### config.mk
export PLATFORM = sky130hd
export DESIGN_NAME = tx_host_error_status
export DESIGN_NICKNAME = d
export VERILOG_FILES = /design/src/hdl/tx_error_capture.v /design/src/hdl/tx_host_error_status.v
export VERILOG_INCLUDE_DIRS = /design/src /design/src/hdl
export SDC_FILE = /design/constraint.sdc
export NUM_CORES = 1
export LEC_CHECK = 0
export ABC_AREA = 1
export CORE_MARGIN = 2
export CORE_UTILIZATION = 65
export CTS_CLUSTER_DIAMETER = 200
export DETAILED_ROUTE_END_ITERATION = 6
export DONT_BUFFER_PORTS = 1
export PLACE_DENSITY = 0.89
export SLEW_MARGIN = 20
export SYNTH_ARGS = -nofsm -noshare
export SYNTH_HDL_FRONTEND = slang
export SYNTH_SLANG_ARGS = --single-unit
### constraint.sdc
create_clock -name i_clk -period 1.8 [get_ports i_clk]
set_clock_uncertainty 0.1 [all_clocks]
set_input_delay 0.27 -clock i_clk [delete_from_list [all_inputs] [get_ports i_clk]]
set_output_delay 0.27 -clock i_clk [all_outputs]
set_load 0.005 [all_outputs]
### src/hdl/mac_status_defines.vh
// offsets, field positions and reset values of the mac status register bank
`ifndef MAC_STATUS_DEFINES_VH
`define MAC_STATUS_DEFINES_VH

`define ADDR_W              4
`define OFS_STATUS          4'h0
`define OFS_IRQ_STATUS      4'h4
`define OFS_IRQ_ENABLE      4'h8
`define OFS_IRQ_CLEAR       4'hc

`define IDLE_BIT            31
`define TXCODE_HI           23
`define TXCODE_LO           20
`define TXCH_HI             18
`define TXCH_LO             16

`define ERR_NONE            4'h0
`define ERR_NO_SOP          4'h1
`define ERR_NO_OWNER        4'h2
`define ERR_NULL_NEXT       4'h3
`define ERR_NULL_BUF        4'h4
`define ERR_ZERO_LEN        4'h5
`define ERR_SHORT_PKT       4'h6

`define IRQ_W               2
`define IRQ_HOST_ERR        0
`define IRQ_CH_CLEARED      1
`define IRQ_RESET           2'h0

`endif

### src/hdl/tx_error_capture.v
// latch of the first transmit host error code and channel
`timescale 1ns/1ps
`default_nettype none
`include "mac_status_defines.vh"

module tx_error_capture (
  input  wire       i_clk,
  input  wire       i_rst,
  input  wire       i_err_valid,
  input  wire [2:0] i_err_kind,
  input  wire [2:0] i_err_chan,
  input  wire       i_clear_chan,
  output wire [3:0] o_code,
  output wire [2:0] o_chan,
  output wire       o_pending,
  output wire       o_new_err
);

  reg  [3:0] code_r;
  reg  [2:0] chan_r;
  reg  [3:0] code_nxt;
  wire       take;

  // kind 1..6 map onto the error codes, anything else is ignored
  always @* begin
    case (i_err_kind)
      3'h1:    code_nxt = `ERR_NO_SOP;     // RL4
      3'h2:    code_nxt = `ERR_NO_OWNER;   // RL4
      3'h3:    code_nxt = `ERR_NULL_NEXT;  // RL4
      3'h4:    code_nxt = `ERR_NULL_BUF;   // RL5
      3'h5:    code_nxt = `ERR_ZERO_LEN;   // RL5
      3'h6:    code_nxt = `ERR_SHORT_PKT;  // RL5
      default: code_nxt = `ERR_NONE;       // RL6
    endcase
  end

  // only the first error is held until reset
  assign take = i_err_valid && (code_r == `ERR_NONE) && (code_nxt != `ERR_NONE); // RL7

  always @(posedge i_clk) begin
    if (i_rst) begin
      code_r <= `ERR_NONE;
      chan_r <= 3'h0;
    end else begin
      if (take) begin
        code_r <= code_nxt;  // RL3
      end
      if (take) begin
        chan_r <= i_err_chan;  // RL9
      end else if (i_clear_chan) begin
        chan_r <= 3'h0;  // RL10
      end
    end
  end

  assign o_code    = code_r;
  assign o_chan    = chan_r;
  assign o_pending = (code_r != `ERR_NONE);
  assign o_new_err = take;

endmodule // tx_error_capture

`default_nettype wire

### src/hdl/tx_host_error_status.v
// mac status register bank: idle flag and transmit host error report
//
// Function
// RL1: idle reads 0 in reset, 1 after
// RL2: idle follows controller idle state
// RL3: 4-bit tx error code in bits 23:20
// RL4: codes 1h 2h 3h for descriptor errors
// RL5: codes 4h 5h 6h for buffer errors
// RL6: zero packet length reports no code
// RL7: error held until hardware reset
// RL8: software reads code after interrupt
// RL9: 3-bit tx error channel in 18:16
// RL10: status read clears channel field
// RL11: reserved bits zero, writes ignored
`timescale 1ns/1ps
`default_nettype none
`include "mac_status_defines.vh"

module tx_host_error_status (
  input  wire                 i_clk,
  input  wire                 i_rst,
  // avalon-mm slave
  input  wire [`ADDR_W-1:0]   i_avs_address,
  input  wire                 i_avs_read,
  input  wire                 i_avs_write,
  input  wire [31:0]          i_avs_writedata,
  input  wire [3:0]           i_avs_byteenable,
  output reg  [31:0]          o_avs_readdata,
  output wire                 o_avs_waitrequest,
  output wire [1:0]           o_avs_response,
  // controller state and dma error report
  input  wire                 i_ctrl_idle,
  input  wire                 i_err_valid,
  input  wire [2:0]           i_err_kind,
  input  wire [2:0]           i_err_chan,
  // host error state and interrupt
  output wire                 o_host_error_pending,
  output wire                 o_irq
);

  ////////////////////////////////////////////////////////////////////////////
  // bus handshake: one wait cycle, answer on the second edge

  reg                 ack_r;
  wire                req;
  wire                rd_done;
  wire                wr_done;
  reg  [`IRQ_W-1:0]   irq_stat_r;
  reg  [`IRQ_W-1:0]   irq_en_r;
  reg                 idle_r;
  reg  [31:0]         rdata_nxt;
  reg                 bad_nxt;
  reg                 bad_r;
  wire [3:0]          tx_code;
  wire [2:0]          tx_chan;
  wire                new_err;
  wire                clear_chan;
  wire [`IRQ_W-1:0]   irq_set;
  wire [`IRQ_W-1:0]   irq_clr;

  assign req               = i_avs_read | i_avs_write;
  assign o_avs_waitrequest = req & ~ack_r;
  assign rd_done           = i_avs_read & ack_r;
  assign wr_done           = i_avs_write & ack_r;
  assign o_avs_response    = bad_r ? 2'h3 : 2'h0;

  always @(posedge i_clk) begin
    if (i_rst) begin
      ack_r <= 1'b0;
    end else begin
      ack_r <= req & ~ack_r;
    end
  end

  ////////////////////////////////////////////////////////////////////////////
  // idle flag: zero in reset, follows the controller afterwards

  always @(posedge i_clk) begin
    if (i_rst) begin
      idle_r <= 1'b0;  // RL1
    end else begin
      idle_r <= i_ctrl_idle;  // RL2
    end
  end

  ////////////////////////////////////////////////////////////////////////////
  // transmit error capture

  assign clear_chan = rd_done && (i_avs_address == `OFS_STATUS);  // RL10

  tx_error_capture u_capture (
    .i_clk        (i_clk),
    .i_rst        (i_rst),
    .i_err_valid  (i_err_valid),
    .i_err_kind   (i_err_kind),
    .i_err_chan   (i_err_chan),
    .i_clear_chan (clear_chan),
    .o_code       (tx_code),
    .o_chan       (tx_chan),
    .o_pending    (o_host_error_pending),
    .o_new_err    (new_err)
  );

  ////////////////////////////////////////////////////////////////////////////
  // interrupt status, enable and clear; set wins over clear

  assign irq_set = {clear_chan & (tx_chan != 3'h0), new_err};
  assign irq_clr = (wr_done && (i_avs_address == `OFS_IRQ_CLEAR) && i_avs_byteenable[0]) ?
                   i_avs_writedata[`IRQ_W-1:0] : {`IRQ_W{1'b0}};

  genvar g;
  generate
    for (g = 0; g < `IRQ_W; g = g + 1) begin : g_irq
      always @(posedge i_clk) begin
        if (i_rst) begin
          irq_stat_r[g] <= 1'b0;
        end else if (irq_set[g]) begin
          irq_stat_r[g] <= 1'b1;
        end else if (irq_clr[g]) begin
          irq_stat_r[g] <= 1'b0;
        end
      end
    end
  endgenerate

  always @(posedge i_clk) begin
    if (i_rst) begin
      irq_en_r <= `IRQ_RESET;
    end else if (wr_done && (i_avs_address == `OFS_IRQ_ENABLE) && i_avs_byteenable[0]) begin
      irq_en_r <= i_avs_writedata[`IRQ_W-1:0];
    end
  end

  assign o_irq = |(irq_stat_r & irq_en_r);

  ////////////////////////////////////////////////////////////////////////////
  // read mux; writes to the status word are dropped

  always @* begin
    rdata_nxt = 32'h0000_0000;  // RL11
    bad_nxt   = 1'b0;
    case (i_avs_address)
      `OFS_STATUS: begin
        rdata_nxt[`IDLE_BIT]              = idle_r;   // RL1
        rdata_nxt[`TXCODE_HI:`TXCODE_LO]  = tx_code;  // RL3
        rdata_nxt[`TXCH_HI:`TXCH_LO]      = tx_chan;  // RL9
      end
      `OFS_IRQ_STATUS: begin
        rdata_nxt[`IRQ_W-1:0] = irq_stat_r;
      end
      `OFS_IRQ_ENABLE: begin
        rdata_nxt[`IRQ_W-1:0] = irq_en_r;
      end
      `OFS_IRQ_CLEAR: begin
        rdata_nxt = 32'h0000_0000;
      end
      default: begin
        bad_nxt = 1'b1;
      end
    endcase
  end

  always @(posedge i_clk) begin
    if (i_rst) begin
      o_avs_readdata <= 32'h0000_0000;
      bad_r          <= 1'b0;
    end else if (req & ~ack_r) begin
      o_avs_readdata <= i_avs_read ? rdata_nxt : 32'h0000_0000;
      bad_r          <= bad_nxt;
    end
  end

endmodule // tx_host_error_status

`default_nettype wire

== Word level (Yosys, flattened, before mapping) ==
Index checks and enable logic that the tools add are counted.
Word-level totals
  bits in registers: 46
  input port bits: 52
  output and inout port bits: 37
  logic and storage cells: 57
Cells by class
  eq/ne operators: 9
  muxes and demuxes: 15
  bitwise gates (word level): 7
  reduce and logical (&&, ||, !) cells: 17
Operator list (count)
  32-bit 2-to-1 mux: 1
  3-bit case mux with 6 select lines: 1
  3-bit equality test (second input constant): 3
  3-bit 2-to-1 mux: 3
  4-bit equality test (second input constant): 2
  4-bit logical NOT: 2
  4-bit nonzero test: 2
  1-bit logical AND: 7
  3-bit by 2-bit equality test with 1-bit output (second input constant): 2
  1-bit 2-to-1 mux: 6
  2-bit nonzero test: 3
  1-bit AND: 4
  4-bit by 3-bit equality test with 1-bit output (second input constant): 1
  2-bit 2-to-1 mux: 2
  4-bit 2-to-1 mux: 1
  2-bit case mux with 2 select lines: 1
  4-bit OR reduction: 1
  3-bit by 1-bit equality test with 1-bit output (second input constant): 1
  3-bit nonzero test: 1
  2-bit AND: 1
  2-bit OR reduction: 1
  1-bit NOT: 1
  1-bit OR: 1

== Depth between registers and ports, before layout ==
Gate-level depths: netlist (run 1).
  depth after elaboration: 6
  depth in mapped cells: 6
  depth with buffers taken out: 6

== Modules after synthesis ==
Synthesis (run 1) repeated with hierarchy kept, for this count alone.
Unflattened totals
  cells, all modules: 171
  area, all modules: 1276.2 um^2
Modules (own cells, without submodules)
  tx_host_error_status: times used 1, cells an instance 133, area each 967.2 um^2, sequential area each 340.3 um^2
  tx_error_capture: times used 1, cells an instance 38, area each 309.0 um^2, sequential area each 120.1 um^2

== Least setup slack after synthesis (run 1) ==
OpenSTA, ideal clock, no wires.
  path type: register to register
  start point: register u_capture.code_r[0], in the netlist u_capture.o_code[0]
  end point: register u_capture.chan_r[0], in the netlist u_capture.o_chan[0]
  library setup time: 132 ps
  arrival time: 865 ps
  required time: 1568 ps
  path slack: 703 ps
  stages on the path, launching flop included: 7
  path buffers: 0
  period minus slack after synthesis: 1097 ps
  path through: dfxtp_1 nor2_1 nand2_1 nor2_4 nand2_1 nand3_1 a21oi_1
Between the ends
  longest elaborated chain between the ends: 4
  elaborated cells between the ends (all ways): 5
  classes of those cells: mux (1); reduce/logical (4)
Ends and longest elaborated chain
  start: declaration: RTL line tx_error_capture.v:19  | reg [3:0] code_r;
  start signal: assignment: RTL line tx_error_capture.v:42  | code_r <= `ERR_NONE;
  start signal: assignment: RTL line tx_error_capture.v:46  | code_r <= code_nxt;
  4-bit logical NOT (no line) (*)
  1-bit logical AND (*) (2 in series): RTL line tx_error_capture.v:38  | assign take = i_err_valid && (code_r == `ERR_NONE) && (code_nxt != `ERR_NONE);
  3-bit 2-to-1 mux or 2-bit nonzero test (tied branches)
  end signal: assignment: RTL line tx_error_capture.v:49  | chan_r <= i_err_chan;
  end: declaration: RTL line tx_error_capture.v:20  | reg [2:0] chan_r;
Every way passes the cells marked *; elsewhere a longest branch is shown, timed or not.
A chain may end at the register's enable or synchronous reset.

== Worst setup path after layout (run 1) ==
  start point: input port i_rst
  end point: register u_capture.code_r[0], in the netlist u_capture.o_code[0]
RTL lines
  start: declaration: RTL line tx_host_error_status.v:21  | input wire i_rst,
No word-level cell between the ends.

==> flow_summary.toml, run 1 <==
[pwr]
pnr_total_power_w = 0.000851
cellInternalPower_w = 0.000618
switching_share = 0.273
power_frac_seq = 0.610
power.net_switching_w = 0.000233
power-per-cell-area_nw_per_um2 = 740
ir_worst_vdd_uv = 455
p_comb_frac = 0.134
share_clk_of_total_power = 0.255
power.static_leakage_nw = 0.466

[logic_synthesis]
ys_seq_area_frac = 0.373
post_synth_num_cell_types = 23
synth-warning-count = 0
synth_top_cell_area_share = 0.373
post_synth_main_area_contributors = "dfxtp_1, buf_4, nand2_1"
synthesis.area_per_instance_um2 = 7.81
post_synth_instance_area_um2 = 1180
post_synth_inst_count = 151
ys_ff_latch = 22
synth_top_cell_by_area = "dfxtp_1"

[floorplanning]
io_pins = 89
initial_utilization = 0.691
dieHeight_um = 46.6
dieArea_um2 = 2170
floorplan.rows = 15
core_region_area_um2 = 1710
die_width_um = 46.6

[worst_setup_path]
rr_worst_depth = 6
critical_path_class = "in -> reg"
critical_path_depth = 2
critical_path.cell_chain = "dlygate4sd3_1, nor2_1"
cp-startpoint = "i_rst"
critPathMaxFanout = 22
setup.worst_path.end_class = "register"
timing.rr.end = "u_capture.o_chan[1]$_SDFFE_PP0P_"
worst_r2r_startpoint = "u_capture.o_code[0]$_SDFFE_PP0P_"
r2r_slack_ps = 540
worst_endpoint_required_time_ps = 1870
critical_path.n_buffers_inverters = 1
critical-path-top-delay-family = "buffers and inverters"
worst-endpoint-arrival_ps = 1430
critical-path-max-stage-delay_ps = 1040
worst_setup_path_endpoint = "u_capture.o_code[0]$_SDFFE_PP0P_"
critical_path_launch_point_type = "primary input"
cp_slowest_cell = "dlygate4sd3_1"

[clocking]
path_clk_slew_ps = 110
post_cts_resize_count = 0
clock-root-buffer = "clkbuf_4"
number_of_levels_in_the_clock_h_tree = 1
insertion_delay_ps = 300
numCtsBuffers = 3
clk_path_buf_depth = 2
post_cts_hold_buffer_count = 3
cts.sinks = 22
post_cts_buffers = 0
tritoncts = "yes"

[drt]
drt_iter0_markers = 19
wl_um = 2250
route.vias.total = 925
drt.antenna.violating_nets = 0
detail_route.first_pass.iterations = 4
wl_per_cell_um = 12.7
via_per_inst = 5.23
drt_drc_violations_left = 0

[global_routing]
grt_first_pass_wirelength_um = 3380
grt.met3_usage = 0.0392
grt.overflow.total = 0
grt_start_max_net_pins = 23
top_usage_layer = "met2"
use_met1 = 0.276
grt_pass1_vias = 800
grt_antenna_before_repair = 0
grt.total_usage = 0.217
grt.met2_usage = 0.356

[timing]
finalCriticalPeriod_ps = 1360
headroom_to_the_max_slew_limit = 0.480
max_freq_ghz = 0.738
final.hold.worst_slack_ps = -1.63
setup_total_negative_slack_ps = 0
hold_viol_final = 1
finalSetupViolations = 0
final_min_period_over_clock_period = 0.753
slew_viol_final = 0
rsz0062_at_grt = "no"
tightestPinTransition_ps = 777

[layout]
fillerInstances = 149
final_instance_area_um2 = 1150
postLayoutCoreUtil = 0.673
num_antenna_cells = 0
final_cells = 177
finalNetCount = 206
synthesis_to_layout_area_growth_pct = -2.55
post_route_cells_drive_above_1_share = 0.105

[placement]
place.gp.congestion = 0.780
numPlacedInstances = 170
placement.cell_area_um2 = 1090
placement.io_buffers = 0
dp.final_hpwl_um = 1650

[worst_hold_path]
worstHoldPathType = "in -> reg"

[flow_run]
timing.max_cap.violations = 0

[outcome]
run_status = "finished with violations"
failed_checks = "hold timing"
through the flow:
step	hold WS, ps	setup WS [ps]
2_1_floorplan	232	703
3_3_place_gp	235	613
3_5_place_dp	237	569
4_1_cts	2.81	425
5_1_grt	11.9	364
6_report	-1.63	444
layout by cell type (no fill, tap or decap):
cell / count
a211oi_1: 1
a21oi_1: 16
a21oi_2: 1
a22o_1: 1
a31oi_1: 2
clkbuf_4: 3
clkinv_1: 1
conb_1: 23
dfxtp_1: 22
dlygate4sd3_1: 4
inv_1: 7
inv_2: 2
nand2_1: 28
nand2_2: 2
nand3_1: 14
nand3_2: 1
nand4_1: 8
nor2_1: 8
nor2_2: 1
nor2_4: 4
nor2_8: 2
o21ai_0: 1
flip-flops by register name, indices dropped and copies added, names as in the netlist:
name and count:
irq_en_r 2, bad_r 1, irq_stat_r 2, idle_r 1, o_avs_readdata 9, u_capture.o_chan 3, u_capture.o_code 3, ack_r 1
cell families after synthesis:
family | synth area share
buf+inv | 0.207
other cells | 0.00318
simple gates | 0.313
flops | 0.373
compound gates | 0.104
cells in the mapped netlist, drive strengths merged:
cell type	number
a31oi	2
a22o	1
inv	9
o21ai	1
a211oi	1
dfxtp	22
buf	26
clkbuf	2
a21oi	17
nor2	15
nand4	8
nand2	30
conb	1
nand3	15
clkinv	1
worst reg2reg max path, cell delays in order (launching register included):
cell and delay, ps:
dfxtp_1 350, nor2_1 100, nand2_1 130, nor2_4 170, nand2_1 130, nand3_1 90
a21oi_1 60
layout make-up:
cell class	count	area [um^2]	area share
flip-flops and latches	22	440	0.383
clock buffers	3	22.5	0.0196
inverters	10	37.5	0.0326
repair buffers	4	40.0	0.0348
multi-input cells	113	578	0.503
well taps	25	31.3	0.0272
power by group through the flow:
| stage | clock [W] | sequential, W | combinational, W |
|---|---|---|---|
| global route | 0.000245 | 0.000522 | 0.000129 |
| CTS | 0.000218 | 0.000520 | 0.000112 |
| finish | 0.000217 | 0.000519 | 0.000114 |
| floorplan | 0 | 0.000526 | 0.000138 |
| detailed placement | 0 | 0.000531 | 0.0000990 |
| global placement | 0 | 0.000529 | 0.0000948 |
worst min-delay path by stage:
| stage | end | from | cells after the start | slack (ps) |
|---|---|---|---|---|
| 2_1_floorplan | o_avs_readdata[22]$_SDFFE_PP0P_ | i_rst | 1 | 230 |
| 3_3_place_gp | o_avs_readdata[22]$_SDFFE_PP0P_ | i_rst | 1 | 230 |
| 3_5_place_dp | o_avs_readdata[22]$_SDFFE_PP0P_ | i_rst | 1 | 240 |
| 4_1_cts | irq_en_r[1]$_SDFFE_PP0P_ | i_avs_writedata[1] | 2 | 3 |
| 5_1_grt | irq_en_r[1]$_SDFFE_PP0P_ | i_avs_writedata[1] | 2 | 10 |
| 6_report | irq_en_r[1]$_SDFFE_PP0P_ | i_avs_writedata[1] | 2 | -2 |
layer usage:
layer / vias up / share of wire
met2: 36 / 0.52
met3: 5 / 0.059
met1: 430 / 0.40
li1: 454 / -
met4: 0 / 0.019
met5: - / 0
(Power assumes the default switching activity.)
==> inputs of run 2 (changes only) <==
- CORE_UTILIZATION: 65 -> 61
- PLACE_DENSITY: 0.89 -> 0.85
- clock period: 1.8 -> 1.4 ns (I/O delays scaled with it)
==> flow_summary.toml, run 2 (synthesis gave the netlist of run 1 again) <==
[outcome]
run_status = "finished clean"

[global_routing]
grt.met2_usage = 0.336
use_met1 = 0.243
grt_pass1_vias = 793
grt_first_pass_wirelength_um = 3220
grt.met3_usage = 0.0415
grt.total_usage = 0.207
grt_antenna_before_repair = 0
grt_start_max_net_pins = 23
top_usage_layer = "met2"
grt.overflow.total = 0

[worst_setup_path]
worst_setup_path_endpoint = "u_capture.o_chan[0]$_SDFFE_PP0P_"
worst_endpoint_required_time_ps = 1540
critPathMaxFanout = 4
rr_worst_depth = 6
critical_path_class = "reg -> reg"
worst_r2r_startpoint = "u_capture.o_code[0]$_SDFFE_PP0P_"
critical_path_launch_point_type = "register"
timing.rr.end = "u_capture.o_chan[0]$_SDFFE_PP0P_"
cp-startpoint = "u_capture.o_code[0]$_SDFFE_PP0P_"
r2r_slack_ps = 120
worst-endpoint-arrival_ps = 1420
setup.worst_path.end_class = "register"

[clocking]
insertion_delay_ps = 310
post_cts_resize_count = 0
clk_path_buf_depth = 2
clock-root-buffer = "clkbuf_4"
cts.sinks = 22
number_of_levels_in_the_clock_h_tree = 1
numCtsBuffers = 3
tritoncts = "yes"
path_clk_slew_ps = 120

[drt]
wl_um = 2150
detail_route.first_pass.iterations = 4
wl_per_cell_um = 11.4
drt_iter0_markers = 15
drt.antenna.violating_nets = 0
via_per_inst = 5.02
drt_drc_violations_left = 0
route.vias.total = 948

[timing]
tightestPinTransition_ps = 749
hold_viol_final = 0
slew_viol_final = 0
rsz0062_at_grt = "no"
final.hold.worst_slack_ps = 5.23
finalSetupViolations = 0
finalCriticalPeriod_ps = 1280
final_min_period_over_clock_period = 0.914
setup_total_negative_slack_ps = 0
post-route-worst-setup-slack_ps = 120
headroom_to_the_max_slew_limit = 0.499
max_freq_ghz = 0.781

[placement]
placement.io_buffers = 0
dp.final_hpwl_um = 1540
place.gp.congestion = 0.868
preCtsSetupSlack_ps = 181
numPlacedInstances = 170

[pwr]
power_frac_seq = 0.559
switching_share = 0.262
power.net_switching_w = 0.000312
cellInternalPower_w = 0.000881
power-per-cell-area_nw_per_um2 = 942
ir_worst_vdd_uv = 643
power.static_leakage_nw = 0.522
share_clk_of_total_power = 0.291
p_comb_frac = 0.150

[layout]
fillerInstances = 155
largest_register_ffs = 9
post_route_cells_drive_above_1_share = 0.122
layout_common_cells = "nand2_1, conb_1, dfxtp_1"
postLayoutCoreUtil = 0.718
final_cells = 189
num_antenna_cells = 0
top_register = "o_avs_readdata"
synthesis_to_layout_area_growth_pct = 7.32
finalNetCount = 217
final_common_cell = "nand2_1"

[floorplanning]
dieHeight_um = 48.0
io_pins = 89
dieArea_um2 = 2300
die_width_um = 48.0
initial_utilization = 0.669
floorplan.rows = 15
core_region_area_um2 = 1760

[flow_run]
timing.max_cap.violations = 0

[worst_hold_path]
worstHoldPathType = "in -> reg"
## run 2: cell count changes in the layout (fill, tap and decap cells not counted)
cell / change
clkbuf_8: +1
buf_4: +3
dlygate4sd3_1: +8
## run 2: per-layer routing
| metal | routed length (um) | vias up | part of all wire |
|---|---|---|---|
| li1 | - | 479 | - |
| met1 | 877 | 421 | 0.41 |
| met2 | 1080 | 43 | 0.50 |
| met3 | 144 | 5 | 0.067 |
| met4 | 48 | 0 | 0.022 |
| met5 | 0 | - | 0 |
## run 2: power groups by stage
stage	clock network, W	registers [W]	logic [W]
CTS	0.000355	0.000667	0.000163
global placement	0	0.000680	0.000122
finish	0.000347	0.000667	0.000180
detailed placement	0	0.000681	0.000126
global route	0.000383	0.000671	0.000204
floorplan	0	0.000676	0.000178
## run 2: critical path, stage by stage (launching register included)
cell and delay, ps:
dfxtp_1 340, nor2_1 100, nand2_1 130, nor2_4 170, buf_4 130, nand3_1 70
a21oi_1 150
## run 2: worst min path at each step
| stage | start | cells after the start | endpoint | slack (ps) |
|---|---|---|---|---|
| finish | i_err_kind[0] | 3 | u_capture.o_code[2]$_SDFFE_PP0P_ | 5 |
| CTS | i_err_kind[0] | 3 | u_capture.o_code[2]$_SDFFE_PP0P_ | 2 |
| floorplan | i_rst | 1 | o_avs_readdata[22]$_SDFFE_PP0P_ | 170 |
| global placement | i_rst | 1 | o_avs_readdata[22]$_SDFFE_PP0P_ | 170 |
| detailed placement | i_rst | 1 | o_avs_readdata[22]$_SDFFE_PP0P_ | 180 |
| global route | i_err_kind[0] | 3 | u_capture.o_code[2]$_SDFFE_PP0P_ | 30 |
## run 2: area by class of cell
cell class / count / area (um^2) / area share
Clock buffer: 4 / 36.3 / 0.0287
Tap cell: 25 / 31.3 / 0.0247
Timing Repair Buffer: 15 / 143 / 0.113
Sequential cell: 22 / 440 / 0.348
Multi-Input combinational cell: 113 / 578 / 0.457
Inverter: 10 / 37.5 / 0.0296
## run 2: repair_timing
item                       in CTS  in global routing
setup endpoints to repair       0                  1
setup buffers                   0                  3
hold buffers                   12                  0
hold endpoints to repair       22                  0
## run 2: stage by stage
step	instance area, um^2	power, W
floorplan	1260	0.000853
global placement	1090	0.000802
detailed placement	1090	0.000807
CTS	1240	0.00119
global route	1270	0.00126
finish	1270	0.00119
